==> src/common/adc_cfg_host_pkg.sv <==
// constants and carrier types for the feature configuration host
// assumes a 250 MHz system clock; the host makes the serial clock itself
package adc_cfg_host_pkg;

    // ==========================================================
    // timing
    localparam int CLK_PERIOD_NS = 4;
    localparam int SCK_HALF_NS = 32;
    localparam int CNV_HIGH_NS = 100;
    // least times round up to whole cycles
    localparam int SCK_HALF_CYC =
        (SCK_HALF_NS + CLK_PERIOD_NS - 1) / CLK_PERIOD_NS;
    localparam int CNV_HIGH_CYC =
        (CNV_HIGH_NS + CLK_PERIOD_NS - 1) / CLK_PERIOD_NS;
    localparam int SCK_MIN_MHZ = 2;
    localparam int SCK_MHZ = 1000 / (2 * SCK_HALF_CYC * CLK_PERIOD_NS);

    // ==========================================================
    // frame layout
    localparam int FRAME_BITS = 16;
    localparam int CMD_BITS = 8;
    localparam logic ACCESS_ENABLE = 1'b0;
    localparam logic SELECT_READ = 1'b1;
    localparam logic SELECT_WRITE = 1'b0;
    localparam logic [5:0] ACCESS_PATTERN = 6'h14;
    localparam logic [7:0] READ_FILL = 8'hFF;

    // ==========================================================
    // feature_config fields
    localparam int RESERVED_MSB = 7;
    localparam int RESERVED_LSB = 5;
    localparam int STATUS_EN_BIT = 4;
    localparam int SPAN_EN_BIT = 3;
    localparam int LOW_CURRENT_BIT = 2;
    localparam int EARLY_READ_BIT = 1;
    localparam int OV_FLAG_BIT = 0;
    localparam logic [7:0] FEATURE_CONFIG_RESET = 8'h01;
    localparam logic [2:0] RESERVED_VALUE = 3'h0;
    localparam logic OV_NO_EVENT = 1'b1;

    // ==========================================================
    // types
    typedef enum logic [2:0] {
        ST_IDLE = 3'b000,
        ST_SETUP = 3'b001,
        ST_SHIFT = 3'b011,
        ST_HOLD = 3'b010,
        ST_GAP = 3'b110
    } state_type;

    typedef struct packed {
        logic valid;
        logic is_read;
        logic [7:0] wdata;
    } cfg_req_type;

    typedef struct packed {
        logic done;
        logic refused;
        logic rdata_valid;
        logic [7:0] rdata;
    } cfg_resp_type;

    typedef struct packed {
        logic convert_strobe;
        logic sck;
        logic serial_in_line;
    } pins_type;

    typedef struct packed {
        state_type st;
        logic [4:0] cnt;
        logic [4:0] bits;
        logic [15:0] tx;
        logic [7:0] rx;
        logic is_read;
        logic [2:0] sdo_sync;
        logic sdo_stable;
        pins_type pins;
        cfg_resp_type resp;
    } host_state_type;

endpackage

==> src/logic/adc_cfg_host.sv <==
// host that reads and writes the converter's feature configuration
// register with 16-bit frames on convert_strobe, sck, serial_in_line.
// assumes serial_out_line arrives asynchronously from the device pin.
//
// Notes on behaviour
// - frame is command byte then data byte
// - strobe held low through whole frame
// - first command bit must be zero
// - second bit selects read or write
// - six pattern bits must match
// - no register reads when devices chained
// - send one in bit 0, idle high
// - writes may share a conversion frame
// - serial clock meets mode minimum rate
// - host may stop status bits early
// - input held high between frames
`timescale 1ns/1ns
module adc_cfg_host (
    input wire logic clk,
    input wire logic srst,
    input wire adc_cfg_host_pkg::cfg_req_type req,
    output logic req_ready,
    input wire logic chained,
    output adc_cfg_host_pkg::cfg_resp_type resp,
    output logic convert_strobe,
    output logic sck,
    output logic serial_in_line,
    input wire logic serial_out_line
);

    // ==========================================================
    // state
    adc_cfg_host_pkg::host_state_type q;
    adc_cfg_host_pkg::host_state_type d;
    logic [7:0] data_byte;
    logic [1:0] cmd_sel;

    // counters run from zero, so each last value is its count less one; FIRST_DATA_BIT is CMD_BITS itself
    localparam logic [4:0] HALF_LAST =
        5'(adc_cfg_host_pkg::SCK_HALF_CYC - 1);
    localparam logic [4:0] GAP_LAST =
        5'(adc_cfg_host_pkg::CNV_HIGH_CYC - 1);
    localparam logic [4:0] LAST_BIT =
        5'(adc_cfg_host_pkg::FRAME_BITS - 1);
    localparam logic [4:0] FIRST_DATA_BIT =
        5'(adc_cfg_host_pkg::CMD_BITS);

    // ready straight from the state: a request is seen only in idle, and a
    // refused read costs one cycle with no frame on the pins
    assign req_ready = (q.st == adc_cfg_host_pkg::ST_IDLE);
    assign resp = q.resp;
    assign convert_strobe = q.pins.convert_strobe;
    assign sck = q.pins.sck;
    assign serial_in_line = q.pins.serial_in_line;

    // in a write, read-only bits sent as their harmless values: reserved zero,
    // bit 0 one so the input sits high when the strobe rises
    always_comb begin
        data_byte = req.wdata;
        data_byte[adc_cfg_host_pkg::RESERVED_MSB:
                  adc_cfg_host_pkg::RESERVED_LSB] =
            adc_cfg_host_pkg::RESERVED_VALUE;
        data_byte[adc_cfg_host_pkg::OV_FLAG_BIT] =
            adc_cfg_host_pkg::OV_NO_EVENT;
        if (req.is_read) begin
            data_byte = adc_cfg_host_pkg::READ_FILL;
        end
        cmd_sel = {adc_cfg_host_pkg::ACCESS_ENABLE,
                   adc_cfg_host_pkg::SELECT_WRITE};
        if (req.is_read) begin
            cmd_sel[0] = adc_cfg_host_pkg::SELECT_READ;
        end
    end

    // ==========================================================
    // next state
    always_comb begin
        d = q;
        d.resp.done = 1'b0;
        d.resp.refused = 1'b0;
        d.resp.rdata_valid = 1'b0;
        d.sdo_sync = {q.sdo_sync[1:0], serial_out_line};
        // a level counts only once the last two stages agree
        if (q.sdo_sync[1] == q.sdo_sync[2]) begin
            d.sdo_stable = q.sdo_sync[2];
        end
        case (q.st)
            adc_cfg_host_pkg::ST_IDLE: begin
                d.pins.convert_strobe = 1'b1;
                d.pins.sck = 1'b0;
                d.pins.serial_in_line = 1'b1;
                if (req.valid && req.is_read && chained) begin
                    d.resp.done = 1'b1;
                    d.resp.refused = 1'b1;
                end else if (req.valid) begin
                    d.tx = {cmd_sel, adc_cfg_host_pkg::ACCESS_PATTERN,
                            data_byte};
                    d.is_read = req.is_read;
                    d.pins.convert_strobe = 1'b0;
                    d.pins.serial_in_line = cmd_sel[1];
                    d.cnt = 5'h00;
                    d.bits = 5'h00;
                    d.st = adc_cfg_host_pkg::ST_SETUP;
                end
            end
            adc_cfg_host_pkg::ST_SETUP: begin
                d.cnt = q.cnt + 5'h01;
                if (q.cnt == HALF_LAST) begin
                    d.cnt = 5'h00;
                    d.st = adc_cfg_host_pkg::ST_SHIFT;
                end
            end
            adc_cfg_host_pkg::ST_SHIFT: begin
                d.cnt = q.cnt + 5'h01;
                if (q.cnt == HALF_LAST) begin
                    d.cnt = 5'h00;
                    if (!q.pins.sck) begin
                        // rising edge: device takes serial_in_line
                        d.pins.sck = 1'b1;
                        if (q.bits >= FIRST_DATA_BIT) begin
                            // device changed its output a half
                            // period ago, long past the sync delay
                            d.rx = {q.rx[6:0], q.sdo_stable};
                        end
                    end else begin
                        d.pins.sck = 1'b0;
                        d.tx = {q.tx[14:0], 1'b1};
                        d.pins.serial_in_line = q.tx[14];
                        // clocking stops after the data byte; appended
                        // status bits are never asked for
                        if (q.bits == LAST_BIT) begin
                            d.pins.serial_in_line = 1'b1;
                            d.st = adc_cfg_host_pkg::ST_HOLD;
                        end else begin
                            d.bits = q.bits + 5'h01;
                        end
                    end
                end
            end
            adc_cfg_host_pkg::ST_HOLD: begin
                d.cnt = q.cnt + 5'h01;
                if (q.cnt == HALF_LAST) begin
                    d.cnt = 5'h00;
                    // strobe high releases the device output
                    d.pins.convert_strobe = 1'b1;
                    d.st = adc_cfg_host_pkg::ST_GAP;
                end
            end
            adc_cfg_host_pkg::ST_GAP: begin
                d.cnt = q.cnt + 5'h01;
                // the strobe stays high for the whole gap, so the next command after a
                // finished frame follows a clean strobe-high interval; a reset skips the gap
                if (q.cnt == GAP_LAST) begin
                    d.cnt = 5'h00;
                    d.resp.done = 1'b1;
                    d.resp.rdata_valid = q.is_read;
                    if (q.is_read) begin
                        d.resp.rdata = q.rx;
                    end
                    d.st = adc_cfg_host_pkg::ST_IDLE;
                end
            end
            default: begin
                d.st = adc_cfg_host_pkg::ST_IDLE;
            end
        endcase
    end

    // reset puts every pin at its idle level at once: a frame cut short
    // ends with the strobe rising, and the device drops a partial command
    always_ff @(posedge clk) begin
        if (srst) begin
            q <= '0;
            q.st <= adc_cfg_host_pkg::ST_IDLE;
            q.pins.convert_strobe <= 1'b1;
            q.pins.serial_in_line <= 1'b1;
            q.resp.rdata <= adc_cfg_host_pkg::FEATURE_CONFIG_RESET;
        end else begin
            q <= d;
        end
    end

    // ==========================================================
    // checks
    logic [4:0] rise_cnt_q;
    always_ff @(posedge clk) begin
        if (srst || q.pins.convert_strobe) begin
            rise_cnt_q <= 5'h00;
        end else if (d.pins.sck && !q.pins.sck) begin
            rise_cnt_q <= rise_cnt_q + 5'h01;
        end
    end

    // cycles since the last rise; it saturates, so a stalled clock
    // still reads as too slow instead of wrapping back into range
    localparam int SCK_MAX_CYC = 1000 /
        (adc_cfg_host_pkg::SCK_MIN_MHZ * adc_cfg_host_pkg::CLK_PERIOD_NS);
    logic [7:0] sck_per_q;
    always_ff @(posedge clk) begin
        if (srst || (d.pins.sck && !q.pins.sck)) begin
            sck_per_q <= 8'h01;
        end else if (sck_per_q != 8'hFF) begin
            sck_per_q <= sck_per_q + 8'h01;
        end
    end

    a_sixteen_rises: assert property (
        @(posedge clk) disable iff (srst)
        $rose(convert_strobe) |-> rise_cnt_q == LAST_BIT + 5'h01)
        else $error("frame did not carry sixteen clock rises");

    a_strobe_low_frame: assert property (
        @(posedge clk) disable iff (srst)
        $fell(convert_strobe) |-> !convert_strobe [*8])
        else $error("strobe rose early in frame");

    // low for setup, 32 half periods and hold: 8 + 256 + 8 cycles
    a_frame_length: assert property (
        @(posedge clk) disable iff (srst)
        $fell(convert_strobe) |-> ##271 !convert_strobe ##1 convert_strobe)
        else $error("strobe low time not one full frame");

    a_shift_strobe_low: assert property (
        @(posedge clk) disable iff (srst)
        (q.st == adc_cfg_host_pkg::ST_SHIFT) |-> !convert_strobe)
        else $error("clocking while strobe high");

    a_idle_pins: assert property (
        @(posedge clk) disable iff (srst)
        req_ready |-> convert_strobe && !sck)
        else $error("pins not idle while ready");

    a_input_on_fall: assert property (
        @(posedge clk) disable iff (srst)
        !convert_strobe && $changed(serial_in_line) && !$fell(convert_strobe)
        |-> $fell(sck))
        else $error("input changed away from a clock fall");

    a_first_bit_zero: assert property (
        @(posedge clk) disable iff (srst)
        $rose(sck) && rise_cnt_q == 5'h01 |-> !serial_in_line)
        else $error("first command bit not zero");

    a_select_bit: assert property (
        @(posedge clk) disable iff (srst)
        $rose(sck) && rise_cnt_q == 5'h02
        |-> serial_in_line == q.is_read)
        else $error("read or write select wrong");

    a_pattern_bits: assert property (
        @(posedge clk) disable iff (srst)
        $rose(sck) && rise_cnt_q >= 5'h03 && rise_cnt_q <= 5'h08
        |-> serial_in_line == adc_cfg_host_pkg::ACCESS_PATTERN[
            3'(5'h08 - rise_cnt_q)])
        else $error("access pattern bit wrong");

    a_last_bit_high: assert property (
        @(posedge clk) disable iff (srst)
        $rose(sck) && rise_cnt_q == 5'h10 |-> serial_in_line)
        else $error("bit 0 position not sent high");

    a_idle_input_high: assert property (
        @(posedge clk) disable iff (srst)
        convert_strobe |-> serial_in_line)
        else $error("input not high between frames");

    a_no_chained_read: assert property (
        @(posedge clk) disable iff (srst)
        req.valid && req.is_read && chained && req_ready
        |=> resp.refused && convert_strobe)
        else $error("read started on chained devices");

    a_read_with_done: assert property (
        @(posedge clk) disable iff (srst)
        resp.rdata_valid |-> resp.done && !resp.refused)
        else $error("read data flagged outside a done read");

    a_sck_high_time: assert property (
        @(posedge clk) disable iff (srst)
        $rose(sck) |-> sck [*8] ##1 !sck)
        else $error("serial clock high phase wrong");

    a_sck_fast_enough: assert property (
        @(posedge clk) disable iff (srst)
        d.pins.sck && !q.pins.sck && rise_cnt_q != 5'h00
        |-> sck_per_q <= 8'(SCK_MAX_CYC))
        else $error("serial clock below minimum");

    a_gap_high: assert property (
        @(posedge clk) disable iff (srst)
        $rose(convert_strobe) |-> ##25 convert_strobe)
        else $error("strobe high gap too short");

    c_write_frame: cover property (@(posedge clk) disable iff (srst)
        resp.done && !resp.rdata_valid && !resp.refused);
    c_read_frame: cover property (@(posedge clk) disable iff (srst)
        resp.rdata_valid);
    c_refused_read: cover property (@(posedge clk) disable iff (srst)
        resp.refused);
    c_flag_read: cover property (@(posedge clk) disable iff (srst)
        resp.rdata_valid && !resp.rdata[adc_cfg_host_pkg::OV_FLAG_BIT]);

endmodule // adc_cfg_host

==> config.mk <==
export PLATFORM = sky130hd
export DESIGN_NAME = adc_cfg_host
export DESIGN_NICKNAME = d
export VERILOG_FILES = /design/src/common/adc_cfg_host_pkg.sv /design/src/logic/adc_cfg_host.sv
export SDC_FILE = /design/constraint.sdc
export NUM_CORES = 1
export LEC_CHECK = 0
export BUFFER_PORTS_ARGS = -buffer_cell sky130_fd_sc_hd__buf_2
export CAP_MARGIN = 20
export CORE_MARGIN = 8
export CORE_UTILIZATION = 55
export CTS_CLUSTER_SIZE = 24
export DETAILED_ROUTE_END_ITERATION = 8
export PLACE_DENSITY_LB_ADDON = 0.05
export SETUP_SLACK_MARGIN = 0.4
export SYNTH_ARGS = -nofsm -noshare
export SYNTH_HDL_FRONTEND = slang
export SYNTH_SLANG_ARGS = --single-unit
==> constraint.sdc <==
create_clock -name clk -period 2.53 [get_ports clk]
set_input_delay 0 -clock clk [delete_from_list [all_inputs] [get_ports clk]]
set_output_delay 0 -clock clk [all_outputs]
set_load 0.01 [all_outputs]
==> results.md, run 1 <==
- Outcome: finished clean
- Synth cell types: 43
- Peak Freq: around 480 MHz
- Total grt overflow: 0
- First-pass DRT Iterations: 4
- CP startpoint kind: register
- Synth warnings: 0
- Synth Net Count: about 310
- Crit share post-route: around 83%
- Vias in the first global route: ~1900
- Post-route ant nets: 0
- Crit path max-delay cell type: or4_4
- RSZ-0062 raised after global routing: true
- Routed WL: between 4000 and 5000 um
- Core box area: 4350 um^2
- EDFF count, synth: 0
- Antenna diodes: 0
- First-pass GRT wire length: 8540 um
- Static leakage: roughly 1.0 nW
- Fin nets: around 330
- Post-Syn Area per Cell: ~8.5 um^2
- TritonCTS clock tree: done
- Post-synth design cell area: approximately 2500 um^2
- Largest net degree at the start of global routing: between 40 and 50
- Hold WS: approximately 32 ps
- Worst reg2reg path depth: 6
- Total Neg Setup Slack: 0 ps
- Via count: approximately 2000
- Die W: 83.3 um
- CTS sink cnt: 55
- Footprint of the multi-input gates: roughly 1200 um^2
- Max rail drop VDD: about 0.00035 V
- Clk slew on worst S/H paths: around 100 ps
- Hold Crit Depth: 3
- Clock buffer depth: 2
- Initial antenna violation count: 0
- Height of the die: roughly 83 um
- Fraction of registers with async set/reset: 0%
- CTS root buffer: clkbuf_8
- Reg area: between 1000 and 1500 um^2
- FILL cells: about 390
- Reg2Reg Setup Slack: around 430 ps
- Worst-margin pin slew: between 500 and 600 ps
- Initial Util: 57.3%
- H-tree depth: 2
- Overall Global Routing Usage: between 10 and 15%
- Drt wl/cell: around 14 um
- Synth Instances: about 290
- WP data required: ~2800 ps
- HPWL Detailed: 3310 um
- Sequential area share after synthesis: between 40% and 50%
- Crit path max fanout: 5
- Worst setup EP type: register
- Clock latency on the worst-skew pair: 300 ps
- Row count: 24
- Layout Skew: roughly 6.9 ps
- Final hold vios: 0
- I/O pin total: 29
- Type of the tightest min-delay check: in -> reg
- CP cell instances: ha_1 > and3_1 > ha_2 > or4_4 > or3_1 > a31oi_1
- Gpl congestion: a little under 0.8
- FF+latch count, synth: 55
- Area delta synth->final: 10.3%
- Top FF cell, synth: dfxtp_1
- Share of cells above drive strength 1: 16.9%
- CTS Buf Count: 5
- Initial DRC count: 89
- Drt drc: 0
- Die Footprint: just under 7000 um^2
- Setup Crit Path Kind: reg -> reg
- Critical Path Max Stage Delay: 560 ps
- Max Cap Violations: 0
- Count of final setup violators: 0
- Slew Limit Fails: 0
- Final Critical Period: around 2100 ps
- Pwr/cell area: 590 nW/um^2
- Vias/cell: 5.57
- PortBufs: 24
- Critical Path AT: about 2300 ps
- Worst slew margin: 64.0%
## cell families after synthesis
logic type      after synthesis  synth area share, %
simple gates                119                 24.2
compound gates               56                 14.0
flops                        55                 44.2
buf+inv                      39                 7.93
mux                          18                 7.23
fa+ha+maj                     5                 2.51
## repair_timing
item	in CTS	in global routing
endpoints found under the setup margin	1	8
hold buffers	3	0
gates resized for setup	1	3
pin swaps	1	1
hold endpoints to repair	2	0
setup buffers	0	1
## layout make-up
type / instances / share of cell area [%]
sequential: 55 / 40.0
clock buffer: 6 / 3.00
inverter: 10 / 1.36
timing repair buffer: 36 / 7.91
tap: 52 / 2.36
clock inverter: 2 / 1.41
multi-input combinational: 198 / 43.9
## critical path: cells and delay by family, from the launching register on
| family | cells | cell delay [ps] |
|---|---|---|
| adders and majority gates | 2 | 420 |
| DFF | 1 | 340 |
| AOI/OAI and AO/OA | 1 | 160 |
| and+or+nand+nor | 3 | 1110 |
## synth_stat cells (5+ instances only)
cell,count,area [um^2]
ha_1,5,62.6
mux2i_1,18,180
nand2_1,20,75.1
buf_2,5,25.0
o21ai_0,7,35.0
clkbuf_1,12,45.0
nor2_1,46,173
inv_1,10,37.5
a21oi_1,25,125
nand3_1,17,85.1
dfxtp_1,55,1100
buf_4,12,90.1
a211oi_1,9,67.6
## through the flow
| stage | std cells | cell area (um^2) | power (mW) | util, % | setup slack [ps] |
|---|---|---|---|---|---|
| floorplan | 292 | 2490 | 0.999 | - | 443 |
| global placement | 347 | 2580 | 1.03 | 59.2 | 360 |
| detailed placement | 347 | 2580 | 1.03 | 59.2 | 341 |
| CTS | 358 | 2730 | 1.64 | 62.8 | 427 |
| global route | 359 | 2750 | 1.69 | 63.2 | 335 |
| finish | 359 | 2750 | 1.62 | 63.2 | 435 |
## layer usage
metal	vias to the layer above	share of wire (%)	wire, um	track usage (%)
li1	1037	-	-	-
met1	937	49	2400	17.2
met2	18	47	2300	24.2
met3	6	3.5	172	3.81
met4	0	1.1	52	5.75
met5	-	0	0	0
## worst paths after layout
kind / from / to
max reg2reg: q[43] / q[46]
min reg2reg: d[16] / d[17]
max: q[43] / q[46]
min: req[8] / q[18]
## cells in the final DEF (no fill, tap or decap), types with 2 or more instances in the layout
cell type      count
a211oi_1           9
a21oi_1           25
a22oi_1            2
a31oi_1            3
a32oi_1            2
and2_1             2
buf_2             24
buf_4              9
clkbuf_8           6
dfxtp_1           55
dlygate4sd3_1      3
ha_1               4
inv_1             10
mux2i_1           18
nand2_1           20
nand2b_1           2
nand3_1           17
nand3b_1           3
nand4_1            2
nor2_1            46
nor2b_1            4
nor3_1             4
nor4_1             3
o21ai_0            7
or3_1              4
## registers in the layout (all words and copies together), names as in the netlist
name	flops
resp	11
serial_in_line	1
q	39
convert_strobe	1
d	2
sck	1
## power by group
group	switching (mW)	internal, mW
Sequential	0.0147	0.888
Clock	0.284	0.326
Combinational	0.0656	0.0455
No activity file was read; power rests on OpenSTA's default activity.
==> run 2: changes to the inputs <==
==> constraint.sdc (replaced) <==
create_clock -name clk -period 2 [get_ports clk]
set_input_delay 0 -clock clk [delete_from_list [all_inputs] [get_ports clk]]
set_output_delay 0 -clock clk [all_outputs]
set_load 0.01 [all_outputs]
==> results.md, run 2 (synthesis results as in run 1) <==
- Setup Crit Path Kind: reg -> reg
- Drt drc: 0
- Max rail drop VDD: 0.000404 V
- Antenna diodes: 0
- Vias in the first global route: between 2000 and 2500
- Initial Util: about 57%
- Hold Crit Start: req[8]
- Vias/cell: 5.56
- Slew Limit Fails: 0
- WP data required: roughly 2300 ps
- H-tree depth: 2
- TritonCTS clock tree: done
- First-pass DRT Iterations: 4
- Pwr/cell area: 630 nW/um^2
- Outcome: finished clean
- Most flops, register: q
- Area delta synth->final: 25.6%
- Place WS: ~130 ps
- Sw Share: approximately 26%
- I/O pin total: 29
- Worst setup EP type: register
- Row count: 24
- Height of the die: about 83 um
- Most frequent cells in the layout: dfxtp_1, nor2_1, buf_2
- Worst slew margin: approximately 67%
- Count of final setup violators: 0
- Peak Freq: about 540 MHz
- CP cell instances: ha_4 > and3_4 > ha_4 > or4_4 > or3_1 > a31oi_1
- Via count: ~2100
- FILL cells: 330
- Worst-margin pin slew: 493 ps
- PortBufs: 24
- Clock latency on the worst-skew pair: between 300 and 400 ps
- First-pass GRT wire length: roughly 9000 um
- Critical Path AT: 2090 ps
- Crit share post-route: approximately nine tenths
- Final worst slack: about 170 ps
- RSZ-0062 raised after global routing: true
- Total grt overflow: 0
- Gpl congestion: about 0.80
- CTS sink cnt: 55
- CTS root buffer: clkbuf_8
- Max Cap Violations: 0
- Most common cell after layout, fill and taps aside: dfxtp_1
- Clk slew on worst S/H paths: ~100 ps
- HPWL Detailed: approximately 3400 um
- Routed WL: ~5700 um
- Max reg flops: 39
- Type of the tightest min-delay check: in -> reg
- Die Footprint: about 7000 um^2
- Post-route ant nets: 0
- CP most frequent cell: ha_4
- Layout Skew: between 9 and 10 ps
- Core box area: about 4400 um^2
- Final Non-Filler Cells: 381
- Final Critical Period: 1830 ps
- Total Neg Setup Slack: 0 ps
- Clk pwr share: 33.0%
- Sequential cell fraction of total power: just under 60%
- Initial DRC count: about 160
- Drt wl/cell: between 10 and 15 um
- Clock buffer depth: 2
- Static leakage: 1.15 nW
- Final hold vios: 0
- Fin nets: ~350
- Crit path max fanout: 3
- Reg2reg start: q[44]
- Pint: around 1.5 mW
- Hold WS: ~16 ps
- Share of cells above drive strength 1: between 30% and 40%
- Die W: 83.3 um
- Comb power frac: a little under a tenth
- P_sw: 509 uW
- Initial antenna violation count: 0
- Dpl cells: roughly 350
- Overall Global Routing Usage: around 16%
- Largest net degree at the start of global routing: 48
- CP startpoint kind: register
- Crit path max-delay cell type: or4_4
- CTS Buf Count: 5
- CP startpoint: q[44]
- Critical Path Max Stage Delay: between 400 and 500 ps
[run 2: worst max-delay path, delay by kind of cell, from the launching register on]
family,cells,cell delay (ps)
adder cells (fa/ha/maj),2,320
AO/OA/AOI/OAI,1,130
AND/OR/NAND/NOR,3,990
flip-flops,1,350
[run 2: what timing repair did]
action | 4_1_cts | 5_1_grt
setup endpoints to repair | 34 | 41
gates resized for setup | 23 | 27
hold endpoints to repair | 2 | 0
cloned | 1 | 2
hold buffers | 3 | 0
pin swaps | 7 | 7
buffers inserted | 5 | 8
[run 2: cell type report]
cell class	instances	area, um^2	share of cell area [%]
multi-input combinational	198	1390	44.4
sequential	55	1120	35.7
timing repair buffer	58	419	13.4
clock buffer	5	68.8	2.20
tap	52	65.1	2.08
inverter	10	42.5	1.36
clock inverter	3	27.5	0.879
[run 2: power by group through the flow]
stage	clock network [mW]	logic, mW	registers, mW
after global routing	0.719	0.202	1.15
after global placement	0	0.138	1.17
after CTS	0.679	0.149	1.14
after detailed placement	0	0.139	1.17
final	0.652	0.179	1.14
after floorplan	0	0.106	1.16
[run 2: final timing paths]
| kind | to | slack (ps) | cells past startpoint |
|---|---|---|---|
| max | q[46] | 170 | 6 |
| max reg2reg | q[46] | 170 | 6 |
| min | q[18] | 20 | 3 |
| min reg2reg | d[17] | 450 | 1 |
[run 2: through the flow]
stage          util [%]  power, mW  cell area (um^2)
4_1_cts            67.9       1.97              2960
2_1_floorplan         -       1.27              2560
6_report           72.0       1.97              3130
5_1_grt            72.0       2.07              3130
3_3_place_gp       61.7       1.31              2690
3_5_place_dp       61.7       1.31              2690
[run 2: routing by layer]
| layer | track usage (%) | routed length, um |
|---|---|---|
| met1 | 18.8 | 2550 |
| met2 | 25.8 | 2800 |
| met3 | 3.61 | 207 |
| met4 | 7.99 | 124 |
| met5 | 0 | 0 |
==> run 3: changes to the inputs <==
--- a/config.mk
+++ b/config.mk
@@ -5,12 +5,12 @@
 export SDC_FILE = /design/constraint.sdc
 export NUM_CORES = 1
 export LEC_CHECK = 0
-export BUFFER_PORTS_ARGS = -buffer_cell sky130_fd_sc_hd__buf_2
 export CAP_MARGIN = 20
 export CORE_MARGIN = 8
 export CORE_UTILIZATION = 55
 export CTS_CLUSTER_SIZE = 24
 export DETAILED_ROUTE_END_ITERATION = 8
+export DONT_BUFFER_PORTS = 1
 export PLACE_DENSITY_LB_ADDON = 0.05
 export SETUP_SLACK_MARGIN = 0.4
 export SYNTH_ARGS = -nofsm -noshare
==> results.md, run 3 (synthesis results as in run 1) <==
- Worst slew margin: 72.3%
- Final core utilization: between 70% and 80%
- First-pass DRT Iterations: 4
- Peak Freq: about 550 MHz
- Die Footprint: 6940 um^2
- CP startpoint kind: register
- Count of final setup violators: 0
- Reg2reg start: q[44]
- Max rail drop VDD: ~0.00046 V
- Stages on worst setup path: 6
- FILL cells: 341
- Hold Crit Depth: 4
- Drt drc: 0
- CTS sink cnt: 55
- Antenna diodes: 0
- Initial antenna violation count: 0
- Reg2reg end: q[46]
- Routed WL: 5680 um
- Type of the tightest min-delay check: in -> reg
- CP Buf/Inv Count: 0
- Clock buffer depth: 2
- Pwr/cell area: approximately 640 nW/um^2
- Initial Util: 57.3%
- H-tree depth: 2
- Crit path max fanout: 2
- Row count: 24
- Drt wl/cell: 15.8 um
- Overall Global Routing Usage: approximately 15%
- CP most frequent cell: ha_4
- CP cell instances: ha_4 > and3_4 > ha_4 > or4_4 > or3_1 > a31oi_1
- Area delta synth->final: 23.6%
- Reg2Reg Setup Slack: between 150 and 200 ps
- Most flops, register: q
- PortBufs: 0
- Worst reg2reg path depth: 6
- CTS Buf Count: 5
- Max Cap Violations: 0
- Final Critical Period: 1820 ps
- Layout Skew: between 8 and 9 ps
- Min-Delay Endpoint: q[29]
- HPWL Detailed: approximately 3400 um
- Slew Limit Fails: 0
- Initial DRC count: slightly above 100
- Gpl congestion: between 0.7 and 0.8
- Most frequent cells in the layout: dfxtp_1, nor2_1, a21oi_1, buf_4, nand2_1
- Vias/cell: 5.73
- Die W: 83.3 um
- Via count: between 2000 and 2500
- Critical Path AT: roughly 2100 ps
- Outcome: finished clean
- TritonCTS clock tree: done
- Crit share post-route: 90.9%
- Share of cells above drive strength 1: between 20 and 30%
- Most common cell after layout, fill and taps aside: dfxtp_1
- Core box area: between 4000 and 5000 um^2
- Max reg flops: 39
- Clk slew on worst S/H paths: between 100 and 150 ps
- Total Neg Setup Slack: 0 ps
- Fin nets: around 330
- Worst setup EP type: register
- Total grt overflow: 0
- WP data required: roughly 2200 ps
- Height of the die: ~83 um
- Hold Crit Start: req[2]
- Final hold vios: 0
- First-pass GRT wire length: about 9100 um
- Crit path max-delay cell type: or4_4
- Vias in the first global route: between 2000 and 2500
- Post-route ant nets: 0
- Critical Path Max Stage Delay: ~480 ps
- Setup Crit Path Kind: reg -> reg
- Static leakage: between 1 and 1.5 nW
- Top delay family on crit path: simple AND/OR/NAND/NOR gates
- RSZ-0062 raised after global routing: true
- Worst-margin pin slew: around 420 ps
- Clock latency on the worst-skew pair: 310 ps
- I/O pin total: 29
- CTS root buffer: clkbuf_8
- Largest net degree at the start of global routing: 49
[run 3: worst max path at each step]
stage | to | slack, ps | startpoint
2_1_floorplan | q[46] | 100 | q[44]
3_3_place_gp | q[46] | 170 | q[44]
3_5_place_dp | q[46] | 130 | q[43]
4_1_cts | q[46] | 180 | q[44]
5_1_grt | q[46] | 150 | q[44]
6_report | q[46] | 180 | q[44]
[run 3: area by class of cell]
type | count | area [um^2] | area share, %
inverter | 10 | 40.0 | 1.30
clock buffer | 5 | 68.8 | 2.23
tap | 52 | 65.1 | 2.11
timing repair buffer | 37 | 334 | 10.8
multi-input combinational | 198 | 1430 | 46.3
clock inverter | 3 | 26.3 | 0.853
sequential | 55 | 1120 | 36.3
[run 3: power by group]
part | internal [mW] | switching, mW | total, mW
clock network | 0.259 | 0.386 | 0.644
logic | 0.0859 | 0.0983 | 0.184
registers | 1.12 | 0.0225 | 1.14
[run 3: metal layers]
| layer | track usage [%] | wire, um |
|---|---|---|
| met1 | 17.1 | 2430 |
| met2 | 27.6 | 2970 |
| met3 | 3.22 | 209 |
| met4 | 4.79 | 70 |
| met5 | 0 | 0 |
[run 3: what timing repair did]
| item | 4_1_cts | 5_1_grt |
|---|---|---|
| endpoints found under the hold margin | 51 | 0 |
| cloned | 0 | 3 |
| pin swaps | 10 | 9 |
| setup buffers | 6 | 7 |
| hold buffers | 6 | 0 |
| resized for setup | 21 | 37 |
| setup endpoints to repair | 32 | 34 |
[run 3: per-stage QoR]
stage / area (um^2) / std cells / worst slack (ps) / hold slack [ps] / power, mW
final: 3080 / 360 / 183 / 34.1 / 1.97
after global routing: 3080 / 360 / 154 / 56.5 / 2.05
after CTS: 2860 / 350 / 181 / 14.4 / 1.96
after detailed placement: 2550 / 330 / 125 / 70.6 / 1.28
after global placement: 2550 / 330 / 169 / 67.7 / 1.28
after floorplan: 2560 / 292 / 96.8 / 128 / 1.27
[run 3: worst register-to-register path, delay by kind of cell, from the launching register on]
family	cells	cell delay, ps
AO/OA/AOI/OAI	1	120
flip-flops	1	350
adder cells (fa/ha/maj)	2	310
AND/OR/NAND/NOR	3	980
